`src/meas_loop_pkg.sv`:
```
package meas_loop_pkg;

    // ==========================================
    // Register map
    localparam int ADDR_W = 8;
    localparam logic [7:0] OFS_CONTROL = 8'h00;
    localparam logic [7:0] OFS_STATUS = 8'h04;
    localparam logic [7:0] OFS_BLOCK_SIZE = 8'h08;
    localparam logic [7:0] OFS_LO_PENDING = 8'h0C;
    localparam logic [7:0] OFS_LO_ACTIVE = 8'h10;

    // ==========================================
    // Control register fields
    localparam int CTL_IDLE = 0;
    localparam int CTL_SYNC = 1;
    localparam int CTL_CONT = 2;
    localparam int CTL_FIRST_FRAME = 3;
    localparam int CTL_NORMAL = 4;
    localparam int CTL_W = 5;
    localparam logic [CTL_W-1:0] CTL_RESET = 5'h08;

    // ==========================================
    // Status word fields
    localparam int STAT_W = 16;
    localparam int ST_PASSED = 2;
    localparam int ST_READY = 3;
    localparam int ST_ADC_ERR = 4;
    localparam int ST_CLK_FAST = 5;
    localparam int ST_SETUP_ERR = 6;
    localparam int ST_SYNC_DONE = 7;
    localparam int ST_READ_VALID = 8;
    localparam int ST_MEAS_DONE = 9;
    localparam int ST_ARMED = 10;
    localparam int ST_OVERFLOW = 11;
    localparam int ST_OVERLOAD = 12;
    localparam logic [1:0] CODE_IDLE = 2'h0;
    localparam logic [1:0] CODE_ARM = 2'h1;
    localparam logic [1:0] CODE_MEAS = 2'h2;
    localparam logic [1:0] CODE_TRIG = 2'h3;

    // ==========================================
    // Sticky flag slots
    localparam int NFLAG = 6;
    localparam int F_ADC = 0;
    localparam int F_CLK = 1;
    localparam int F_SETUP = 2;
    localparam int F_SYNC = 3;
    localparam int F_OVF = 4;
    localparam int F_OVL = 5;

    // ==========================================
    // Block size, LO and timing
    localparam int BLK_W = 16;
    localparam logic [BLK_W-1:0] BLK_MIN = 16'h0001;
    localparam logic [BLK_W-1:0] BLK_RESET = 16'h0400;
    localparam int LO_W = 32;
    localparam int FIFO_WORDS = 4194304;
    localparam int CLK_PERIOD_NS = 50;
    localparam int SYNC_HOLD_NS = 400;
    localparam int SYNC_HOLD_CYCLES = (SYNC_HOLD_NS + CLK_PERIOD_NS - 1) / CLK_PERIOD_NS;

    typedef enum logic [1:0] {S_IDLE, S_ARM, S_TRIG, S_MEAS} loop_state_e;

    typedef struct packed {
        logic sample_valid;
        logic word_read;
        logic trigger;
        logic pretrig_ok;
        logic hw_fault;
        logic over_range;
        logic clk_too_fast;
    } conv_event_s;

endpackage

```
`src/sticky_flags.sv`:
```
`timescale 1ns/1ps
module sticky_flags
    import meas_loop_pkg::*;
#(
    parameter int N = NFLAG
)
(
    // Clock and reset
    input wire logic clk,
    input wire logic rst_n,
    // Events and clears
    input wire logic [N-1:0] set,
    input wire logic [N-1:0] clr,
    // Flags
    output logic [N-1:0] flags_q
);

    // ==========================================
    // One flag per bit, set wins over clear
    for (genvar i = 0; i < N; i++)
    begin : g_flag
        always_ff @(posedge clk or negedge rst_n)
        begin
            if (!rst_n)
                flags_q[i] <= 1'b0;
            else if (set[i])
                flags_q[i] <= 1'b1;
            else if (clr[i])
                flags_q[i] <= 1'b0;
        end
    end

endmodule

```
`src/sync_line_port.sv`:
```
`timescale 1ns/1ps
module sync_line_port
    import meas_loop_pkg::*;
#(
    parameter int HOLD_CYCLES = SYNC_HOLD_CYCLES
)
(
    // Clock and reset
    input wire logic clk,
    input wire logic rst_n,
    // Request from the loop
    input wire logic drive_req,
    // Open-drain sync pin, active low
    input wire logic sync_n_i,
    output logic sync_n_o,
    output logic sync_n_oe,
    // Line view
    output logic line_act_q,
    output logic assert_edge,
    output logic release_edge,
    output logic hold_busy
);

    logic [$clog2(HOLD_CYCLES+1)-1:0] hold_q;
    logic prev_q;

    assign sync_n_o = 1'b0;

    // ==========================================
    // Driver with minimum hold
    always_ff @(posedge clk or negedge rst_n)
    begin
        if (!rst_n)
        begin
            sync_n_oe <= 1'b0;
            hold_q <= '0;
        end
        else
        begin
            if (drive_req && !sync_n_oe)
                hold_q <= ($clog2(HOLD_CYCLES+1))'(HOLD_CYCLES - 1);
            else if (hold_q != '0)
                hold_q <= hold_q - 1'b1;
            sync_n_oe <= drive_req || (sync_n_oe && hold_q != '0);
        end
    end

    assign hold_busy = sync_n_oe && (hold_q != '0);

    // ==========================================
    // Wired line sampling
    always_ff @(posedge clk or negedge rst_n)
    begin
        if (!rst_n)
        begin
            line_act_q <= 1'b0;
            prev_q <= 1'b0;
        end
        else
        begin
            line_act_q <= !sync_n_i;
            prev_q <= line_act_q;
        end
    end

    assign assert_edge = line_act_q && !prev_q;
    assign release_edge = !line_act_q && prev_q;
endmodule

```
`src/meas_loop.sv`:
```
// The address map and the APB interface to the registers were chosen for this implementation.
`timescale 1ns/1ps
module meas_loop
    import meas_loop_pkg::*;
#(
    parameter int FIFO_DEPTH = FIFO_WORDS,
    parameter int HOLD_CYCLES = SYNC_HOLD_CYCLES
)
(
    // Clock and reset
    input wire logic clk,
    input wire logic rst_n,
    // APB slave
    input wire logic psel,
    input wire logic penable,
    input wire logic pwrite,
    input wire logic [ADDR_W-1:0] paddr,
    input wire logic [31:0] pwdata,
    output logic [31:0] prdata,
    output logic pready,
    output logic pslverr,
    // Converter and data path events
    input wire conv_event_s conv_ev,
    // Shared sync pin
    input wire logic sync_n_i,
    output logic sync_n_o,
    output logic sync_n_oe,
    // Loop outputs
    output logic [LO_W-1:0] lo_freq,
    output logic collecting
);

    localparam int CNT_W = $clog2(FIFO_DEPTH + 1);

    loop_state_e state_q, state_d;
    logic [CTL_W-1:0] ctl_q;
    logic [BLK_W-1:0] blk_q;
    logic [LO_W-1:0] lo_pend_q;
    logic [CNT_W-1:0] fifo_q;
    logic [BLK_W-1:0] samp_q;
    logic pend_q;
    logic [NFLAG-1:0] flags_q, flag_set, flag_clr;
    logic [STAT_W-1:0] stat_w;
    logic [1:0] code_w;
    logic line_act, assert_edge, release_edge, hold_busy;
    logic drive_req, armed_w, blk_done, fifo_full, accept, ovf_ev, lo_load;
    logic host_drv, cont, force_idle;
    logic setup_ph, wr_acc, rd_stat, ctl_chg, blk_bad;

    // ==========================================
    // APB decode
    assign setup_ph = psel && !penable;
    assign wr_acc = psel && penable && pwrite;
    assign rd_stat = psel && penable && !pwrite && paddr == OFS_STATUS;
    assign pready = 1'b1;
    assign ctl_chg = wr_acc && paddr == OFS_CONTROL
        && (pwdata[CTL_IDLE] != ctl_q[CTL_IDLE] || pwdata[CTL_SYNC] != ctl_q[CTL_SYNC]);
    assign blk_bad = pwdata[BLK_W-1:0] == '0;

    assign cont = ctl_q[CTL_CONT];
    assign force_idle = ctl_q[CTL_IDLE];
    assign host_drv = ctl_q[CTL_SYNC] && ctl_q[CTL_FIRST_FRAME];

    // ==========================================
    // Register writes
    always_ff @(posedge clk or negedge rst_n)
    begin
        if (!rst_n)
        begin
            ctl_q <= CTL_RESET;
            blk_q <= BLK_RESET;
            lo_pend_q <= '0;
        end
        else if (wr_acc)
        begin
            case (paddr)
                OFS_CONTROL: ctl_q <= pwdata[CTL_W-1:0];
                OFS_BLOCK_SIZE: blk_q <= blk_bad ? BLK_MIN : pwdata[BLK_W-1:0];
                OFS_LO_PENDING: lo_pend_q <= pwdata[LO_W-1:0];
                default: ;
            endcase
        end
    end

    // ==========================================
    // Read data, registered in the setup phase
    always_ff @(posedge clk or negedge rst_n)
    begin
        if (!rst_n)
        begin
            prdata <= '0;
            pslverr <= 1'b0;
        end
        else if (setup_ph)
        begin
            pslverr <= 1'b0;
            case (paddr)
                OFS_CONTROL: prdata <= 32'(ctl_q);
                OFS_STATUS: prdata <= 32'(stat_w);
                OFS_BLOCK_SIZE: prdata <= 32'(blk_q);
                OFS_LO_PENDING: prdata <= 32'(lo_pend_q);
                OFS_LO_ACTIVE: prdata <= 32'(lo_freq);
                default:
                begin
                    prdata <= '0;
                    pslverr <= 1'b1;
                end
            endcase
        end
    end

    // ==========================================
    // Sync line port
    sync_line_port #(
        .HOLD_CYCLES(HOLD_CYCLES)
    ) u_sync (
        .clk(clk),
        .rst_n(rst_n),
        .drive_req(drive_req),
        .sync_n_i(sync_n_i),
        .sync_n_o(sync_n_o),
        .sync_n_oe(sync_n_oe),
        .line_act_q(line_act),
        .assert_edge(assert_edge),
        .release_edge(release_edge),
        .hold_busy(hold_busy)
    );

    // ==========================================
    // Measurement loop
    assign armed_w = state_q == S_TRIG || (state_q == S_ARM && conv_ev.pretrig_ok);
    assign blk_done = samp_q >= blk_q;

    always_comb
    begin
        drive_req = host_drv;
        case (state_q)
            S_ARM: drive_req = !armed_w || host_drv;
            S_MEAS:
            begin
                if (cont)
                    drive_req = host_drv;
                else
                    drive_req = !blk_done;
            end
            default: drive_req = host_drv;
        endcase
    end

    always_comb
    begin
        state_d = state_q;
        if (force_idle)
            state_d = S_IDLE;
        else
        begin
            case (state_q)
                S_IDLE: if (assert_edge) state_d = S_ARM;
                S_ARM: if (armed_w && !line_act) state_d = S_TRIG;
                S_TRIG: if (conv_ev.trigger || assert_edge) state_d = S_MEAS;
                S_MEAS:
                begin
                    if (cont && ovf_ev)
                        state_d = S_IDLE;
                    else if (!cont && blk_done && release_edge)
                        state_d = S_IDLE;
                end
                default: state_d = S_IDLE;
            endcase
        end
    end

    always_ff @(posedge clk or negedge rst_n)
    begin
        if (!rst_n)
            state_q <= S_IDLE;
        else
            state_q <= state_d;
    end

    assign collecting = state_q == S_MEAS;

    // ==========================================
    // Local oscillator load
    assign lo_load = assert_edge && !force_idle
        && (state_q == S_IDLE || (state_q == S_MEAS && cont));

    always_ff @(posedge clk or negedge rst_n)
    begin
        if (!rst_n)
            lo_freq <= '0;
        else if (lo_load)
            lo_freq <= lo_pend_q;
    end

    // ==========================================
    // FIFO fill and block sample count
    assign fifo_full = fifo_q == CNT_W'(FIFO_DEPTH);
    assign accept = collecting && conv_ev.sample_valid && (cont || !blk_done) && !fifo_full;
    assign ovf_ev = collecting && cont && conv_ev.sample_valid && fifo_full && !conv_ev.word_read;

    always_ff @(posedge clk or negedge rst_n)
    begin
        if (!rst_n)
            fifo_q <= '0;
        else
        begin
            case ({accept, conv_ev.word_read && fifo_q != '0})
                2'b10: fifo_q <= fifo_q + 1'b1;
                2'b01: fifo_q <= fifo_q - 1'b1;
                default: fifo_q <= fifo_q;
            endcase
        end
    end

    always_ff @(posedge clk or negedge rst_n)
    begin
        if (!rst_n)
            samp_q <= '0;
        else if (state_q == S_TRIG)
            samp_q <= '0;
        else if (accept && !blk_done)
            samp_q <= samp_q + 1'b1;
    end

    // ==========================================
    // Host change propagation
    always_ff @(posedge clk or negedge rst_n)
    begin
        if (!rst_n)
            pend_q <= 1'b0;
        else if (ctl_chg)
            pend_q <= 1'b1;
        else if (flag_set[F_SYNC])
            pend_q <= 1'b0;
    end

    // ==========================================
    // Sticky status flags
    always_comb
    begin
        flag_set = '0;
        flag_clr = '0;
        flag_set[F_ADC] = conv_ev.hw_fault;
        flag_set[F_CLK] = conv_ev.clk_too_fast;
        flag_set[F_SETUP] = wr_acc && paddr == OFS_BLOCK_SIZE && blk_bad;
        flag_set[F_SYNC] = pend_q && !hold_busy && (!force_idle || state_q == S_IDLE);
        flag_set[F_OVF] = ovf_ev;
        flag_set[F_OVL] = conv_ev.over_range;
        flag_clr[F_ADC] = rd_stat && prdata[ST_ADC_ERR];
        flag_clr[F_CLK] = rd_stat && prdata[ST_CLK_FAST];
        flag_clr[F_SETUP] = rd_stat && prdata[ST_SETUP_ERR];
        flag_clr[F_SYNC] = ctl_chg;
        flag_clr[F_OVF] = ctl_chg && pwdata[CTL_IDLE];
        flag_clr[F_OVL] = rd_stat && prdata[ST_OVERLOAD];
    end

    sticky_flags #(
        .N(NFLAG)
    ) u_flags (
        .clk(clk),
        .rst_n(rst_n),
        .set(flag_set),
        .clr(flag_clr),
        .flags_q(flags_q)
    );

    // ==========================================
    // Status word
    always_comb
    begin
        case (state_q)
            S_ARM: code_w = CODE_ARM;
            S_TRIG: code_w = CODE_TRIG;
            S_MEAS: code_w = CODE_MEAS;
            default: code_w = CODE_IDLE;
        endcase
    end

    always_comb
    begin
        stat_w = '0;
        stat_w[1:0] = code_w;
        stat_w[ST_PASSED] = 1'b1;
        stat_w[ST_READY] = ctl_q[CTL_NORMAL];
        stat_w[ST_ADC_ERR] = flags_q[F_ADC];
        stat_w[ST_CLK_FAST] = flags_q[F_CLK];
        stat_w[ST_SETUP_ERR] = flags_q[F_SETUP];
        stat_w[ST_SYNC_DONE] = flags_q[F_SYNC];
        stat_w[ST_READ_VALID] = fifo_q != '0;
        stat_w[ST_MEAS_DONE] = cont ? 32'(fifo_q) >= 32'(blk_q) : blk_done;
        stat_w[ST_ARMED] = armed_w;
        stat_w[ST_OVERFLOW] = flags_q[F_OVF];
        stat_w[ST_OVERLOAD] = flags_q[F_OVL];
    end
endmodule

```
`config.mk`:
```
export PLATFORM = sky130hd
export DESIGN_NAME = meas_loop
export DESIGN_NICKNAME = d
export VERILOG_FILES = /design/src/meas_loop_pkg.sv /design/src/sticky_flags.sv /design/src/sync_line_port.sv /design/src/meas_loop.sv
export SDC_FILE = /design/constraint.sdc
export NUM_CORES = 1
export LEC_CHECK = 0
export BUFFER_PORTS_ARGS = -buffer_cell sky130_fd_sc_hd__buf_2
export CAP_MARGIN = 5
export CORE_MARGIN = 3
export CORE_UTILIZATION = 45
export CTS_CLUSTER_SIZE = 25
export DETAILED_ROUTE_END_ITERATION = 8
export PLACE_DENSITY = 0.74
export SYNTH_ARGS = -nofsm -noshare
export SYNTH_HDL_FRONTEND = slang
export SYNTH_HIERARCHICAL = 1
export SYNTH_SLANG_ARGS = --single-unit
```
`constraint.sdc`:
```
create_clock -name clk -period 6.7 [get_ports clk]
set_clock_uncertainty 0.1 [all_clocks]
set_input_delay 0.67 -clock clk [delete_from_list [all_inputs] [get_ports clk]]
set_output_delay 0.67 -clock clk [all_outputs]
set_load 0.05 [all_outputs]
```
# [Word-level counts from Yosys, hierarchy flattened]
# Index checks and enable logic that the tools add are counted.
[totals] reg_bits=173 latchBits=0 ram_bits=0 mem_bits_ro=0 input_bits=53 out_inout_bits=69 elab_cells=152 memories=0
[classes] n_addsub=4 mul=0 div=0 magnitude_cmp=2 eq_ne=16 shift=0 n_mux=33 bitwise=0 reduce_logical=77
[ops] op="32-bit one-hot mux with 5 select lines" n=1
[ops] op="16-bit two-way mux" n=3
[ops] op="23-bit one-hot mux with 2 select lines" n=1
[ops] op="1-bit logical AND" n=37
[ops] op="23-bit by 1-bit adder with 23-bit output (second input constant)" n=1
[ops] op="23-bit equality test (second input constant)" n=1
[ops] op="23-bit by 16-bit greater-or-equal comparator with 1-bit output" n=1
[ops] op="23-bit nonzero test" n=1
[ops] op="23-bit by 1-bit subtractor with 23-bit output (second input constant)" n=1
[ops] op="2-bit nonzero test" n=9
[ops] op="1-bit two-way mux" n=17
[ops] op="16-bit by 1-bit adder with 16-bit output (second input constant)" n=1
[ops] op="8-bit by 4-bit equality test with 1-bit output (second input constant)" n=2
[ops] op="16-bit greater-or-equal comparator" n=1
[ops] op="16-bit logical NOT" n=1
[ops] op="1-bit logical NOT" n=13
[ops] op="2-bit two-way mux" n=6
[ops] op="8-bit by 3-bit equality test with 1-bit output (second input constant)" n=1
[ops] op="8-bit by 5-bit equality test with 1-bit output (second input constant)" n=1
[ops] op="8-bit logical NOT" n=1
[ops] op="1-bit logical OR" n=8
[ops] op="4-bit two-way mux" n=2
[ops] op="2-bit one-hot mux with 4 select lines" n=1
[ops] op="2-bit equality test (second input constant)" n=3
[ops] op="other kinds (13)" n=18

# [Logic depth before layout (Yosys ltp)]
[depth] depth_word=9 ltp_mapped=19 ltp_nobuf=18

# [Modules after synthesis]
# The synthesis kept the hierarchy.
[modules_own_cells] mod="meas_loop" instances=1 cells_each=886 area_each_um2=8953.6 seq_area_each_um2=4006.3
[modules_own_cells] mod="sync_line_port" instances=1 cells_each=32 area_each_um2=324.1 seq_area_each_um2=175.2
[modules_own_cells] mod="sticky_flags" instances=1 cells_each=18 area_each_um2=217.7 seq_area_each_um2=150.1

# [Worst setup path before layout]
# No wires, ideal clock.
[synth_path] path_kind="flip-flop to flip-flop" startpoint="register blk_q[10]" endpoint="register fifo_q[15]" setup_time_ps=125 t_arrival_ps=4367 required_time_ps=6475 slack_ps=2108 path_stages_with_launch=18 path_buffers=1 period_less_slack_ps=4592 path_cell_list="dfstp_2 inv_1 ha_1 a21o_1 a21oi_2 a21oi_1 a21o_1 clkbuf_1 a21o_1 ha_1 ha_1 a211o_1 a211oi_2 nor3_1 or3_1 o21ai_1 xnor2_1 mux2_2"
[synth_via] elab_chain_len=7 word_cells_on_any_way=9 classes_between="order compare (1); eq/ne (2); mux (1); reduce/logical (5)"
[synth_lines] element="start, declared" line_no="meas_loop.sv:37" rtl="logic [BLK_W-1:0] blk_q;"
[synth_lines] element="start signal, assigned" line_no="meas_loop.sv:78" rtl="OFS_BLOCK_SIZE: blk_q <= blk_bad ? BLK_MIN : pwdata[BLK_W-1:0];"
[synth_lines] element="16-bit greater-or-equal comparator *" line_no="meas_loop.sv:132" rtl="assign blk_done = samp_q >= blk_q;"
[synth_lines] element="1-bit logical NOT *" line_no="meas_loop.sv:199" rtl="assign accept = collecting && conv_ev.sample_valid && (cont || !blk_done) && !fifo_full;"
[synth_lines] element="1-bit logical OR *" line_no="meas_loop.sv:199"
[synth_lines] element="1-bit logical AND * (2 in series)" line_no="meas_loop.sv:199"
[synth_lines] element="2-bit by 1-bit equality test with 1-bit output / 2-bit equality test (equally long branches)" line_no="meas_loop.sv:208" rtl="case ({accept, conv_ev.word_read && fifo_q != '0})"
[synth_lines] element="23-bit one-hot mux with 2 select lines / 2-bit nonzero test (equally long branches)"
[synth_lines] element="end signal, assigned" line_no="meas_loop.sv:209" rtl="2'b10: fifo_q <= fifo_q + 1'b1;"
[synth_lines] element="end signal, assigned" line_no="meas_loop.sv:210" rtl="2'b01: fifo_q <= fifo_q - 1'b1;"
[synth_lines] element="end signal, assigned" line_no="meas_loop.sv:211" rtl="default: fifo_q <= fifo_q;"
[synth_lines] element="end, declared" line_no="meas_loop.sv:39" rtl="logic [CNT_W-1:0] fifo_q;"
# Mark *: on every way between the ends. The rest lies on a longest branch, timed or not.
# A chain may end at the register's enable or synchronous reset.

# [Worst setup path after layout]
[layout_path] startpoint="register blk_q[10]" endpoint="register fifo_q[22]"
# The elaborated chain is that of the path after synthesis.

==> flow_summary.yaml <==
synth:
  synth_fp_nets: 1050
  netlist_area_um2: 9500
  synth_edf_count: 0
  synth_top_area_frac: 0.451
  synthArstFlopShare: 1.00
  synth_cell_types: 76
  synth_top_area_cell: "dfrtp_1"
  ys_ff_latch: 173
  postSynthCellCount: 936
  syn_area_per_cell_um2: 10.1
  seq_area_frac_synth: 0.456
  synth.area.top_cells: "dfrtp_1 45%, mux2_2 8.2%, ha_1 7.9%, o21ai_0 4.5%, nand2_1 3.8%"
  ys_warn_count: 6
  synthFlopType: "dfrtp_1"
clock_network:
  cts_made_buffers: 17
  cts_tree: "done"
  postCtsHoldBufs: 0
  cts.sinks: 173
  clkTransAtPathRegs_ns: 0.07
  postCtsSetupBuffers: 0
  insertion_delay_ns: 0.43
  h-tree-depth: 4
  ctsResizeCount: 0
  clock_path_buffers: 2
  cts_root_buffer: "clkbuf_16"
setup_path:
  worstPathArrival_ns: 5.59
  worst-path-buf-inv: 1
  crit_fanout: 23
  crit_family: "compound AO/OA/AOI/OAI gates"
  slowest_stage: "ha_1"
  max_stage_delay_ns: 0.76
  endpoint_kind: "flop"
  required_ns: 6.95
  crit_path_start_kind: "flop"
  rrSetupSlack_ns: 1.37
  critical_path_class: "reg -> reg"
  path_cells: "inv_1, ha_1, a21o_1, a21oi_2, a21oi_1, a21o_1, a21o_1, ha_1, ha_1, nor2b_1, o31ai_1, a211oi_1, nor3_2, a31oi_1, mux2i_1, xnor2_1"
global_routing:
  grt_max_degree: 110
  grt_pass1_wl_um: 39400
  grt_usage: 0.218
  grt_pass1_vias: 7511
  grt_remaining_overflow: 0
  antenna_found_initial: 3
sta:
  tns_ns: 0
  finalCritPeriodShare: 0.796
  rsz0062_at_grt: "no"
  setup_viol: 0
  hold_viol_final: 0
  max_slew_margin: 0.249
  fmax_mhz: 187
  drv_slew: 0
  worst_slew_pin_slew_ns: 1.13
  period_minus_slack_ns: 5.33
pwr:
  leakage_nw: 5.43
  finalPower_w: 0.00352
  cellPowerDensity_nw_per_um2: 322
  ir_drop_v: 0.000240
floorplanning:
  coreArea_um2: 20500
  rows: 52
  io_pins: 122
  die_y_um: 151
  initial_core_util: 0.463
  die_area_um2: 22900
  fp.dieW_um: 151
route:
  final_antenna_net_count: 0
  wl_um: 23900
  initialDrtViolationCount: 587
  dr.pass1.iters: 7
  drc_errors: 0
  viasPerCell: 5.75
  vias: 7614
  wire_per_inst_um: 18.1
finish:
  stdcell_count: 1324
  final_cell_area_um2: 10900
  final_util: 0.533
  fin_nets: 1152
  syn_to_final_growth_pct: 15.1
  drive_gt1_frac: 0.239
flow_run:
  maxCapViolations: 0
place:
  io_buffer_count: 119
  dpl_cell_area_um2: 10300
  dp.cells: 1289
  gp_congestion: 0.855
  hpwl_um: 16800
hold_path:
  holdCritPathClass: "in -> reg"
status:
  status: "finished clean"
## layout by cell type (no fill, tap or decap), types with 4 or more instances in the layout
cell         n
o21bai_1     4
o31ai_1      9
buf_2      118
nand4_1      6
nand2b_1    12
mux2_2      69
inv_1       53
xor2_1       7
clkbuf_16   17
nor3b_1      5
a21oi_1     53
dfrtp_1    171
o21a_1       7
inv_8        5
nor3_1       8
a222oi_1     7
or4_1        5
nor2_1      39
ha_1        60
o21ai_1      9
and3_1       9
nor2b_1      7
and4_1       4
nand2_1     96
a221oi_1     7
or3_1        6
a211oi_1     6
buf_4        8
a22oi_1     19
nand3_1      7
xnor2_1     15
a21o_1      26
nor4_1      12
and2_1       9
o21ai_0     84
o21ba_1      4
a31o_2       4
## where the power goes
part           internal [W]  switching (W)  leakage [nW]
logic              0.000507       0.000700          2.90
clock network      0.000551       0.000464         0.294
registers           0.00116       0.000137          2.23
total               0.00222        0.00130          5.43
## cell usage after synthesis, drive strengths merged, types with 15 or more instances
master  number
ha          60
xnor2       15
a21oi       54
o21ai       93
clkbuf      40
dfrtp      171
mux2        69
a21o        26
nor2        39
nand2       96
inv         53
a22oi       19
## area by class of cell
type | instances | area [µm²]
antenna | 3 | 7.51
clock buffer | 19 | 453
fill | 1789 | 9560
multi-input combinational | 666 | 4790
inverter | 53 | 199
tap | 270 | 338
sequential | 173 | 4330
timing repair buffer | 127 | 662
clock inverter | 13 | 146
## through the flow
step | setup WS (ns) | hold slack (ns)
6_report | 1.37 | 0.270
5_1_grt | 1.02 | 0.261
2_1_floorplan | 2.11 | 0.274
3_5_place_dp | 1.46 | 0.322
4_1_cts | 1.45 | 0.262
3_3_place_gp | 1.64 | 0.312
## kinds of logic after synthesis
logic type / Yosys count / synth area share
compound gates: 270 / 0.190
simple gates: 239 / 0.126
flops: 173 / 0.456
buf+inv: 97 / 0.0401
mux: 72 / 0.0850
fa+ha+maj: 61 / 0.0812
xor+xnor: 22 / 0.0203
other cells: 2 / 0.000791
## sequential cells by signal, indices dropped and copies added, names as in the netlist
register	count
lo_freq	32
pend_q	1
u_sync/hold_q	4
blk_q	16
u_sync/prev_q	1
ctl_q	5
samp_q	16
state_q	2
fifo_q	23
prdata	32
lo_pend_q	32
u_sync/line_act_q	1
u_sync/sync_n_oe	1
u_flags/flags_q	6
pslverr	1
## per-layer routing
layer / routed length, µm / vias to the layer above / GRT usage
li1: - / 3597 / -
met1: 10600 / 3774 / 0.291
met2: 11700 / 210 / 0.360
met3: 1170 / 31 / 0.0392
met4: 417 / 2 / 0.0694
met5: 11 / - / 0
## worst paths after layout
kind | from | endpoint | cells past startpoint
worst max-delay path | blk_q[10]$_DFFE_PN1P_ | fifo_q[22]$_DFFE_PN0P_ | 16
worst min-delay path | sync_n_i | u_sync/line_act_q$_DFF_PN0_ | 2
worst max register to register | blk_q[10]$_DFFE_PN1P_ | fifo_q[22]$_DFFE_PN0P_ | 16
worst min register to register | u_sync/line_act_q$_DFF_PN0_ | u_sync/prev_q$_DFF_PN0_ | 0
max in group asynchronous | rst_n | samp_q[10]$_DFFE_PN0P_ | 2
min in group asynchronous | rst_n | lo_pend_q[17]$_DFFE_PN0P_ | 1
Power figures use the tool's default switching activity.
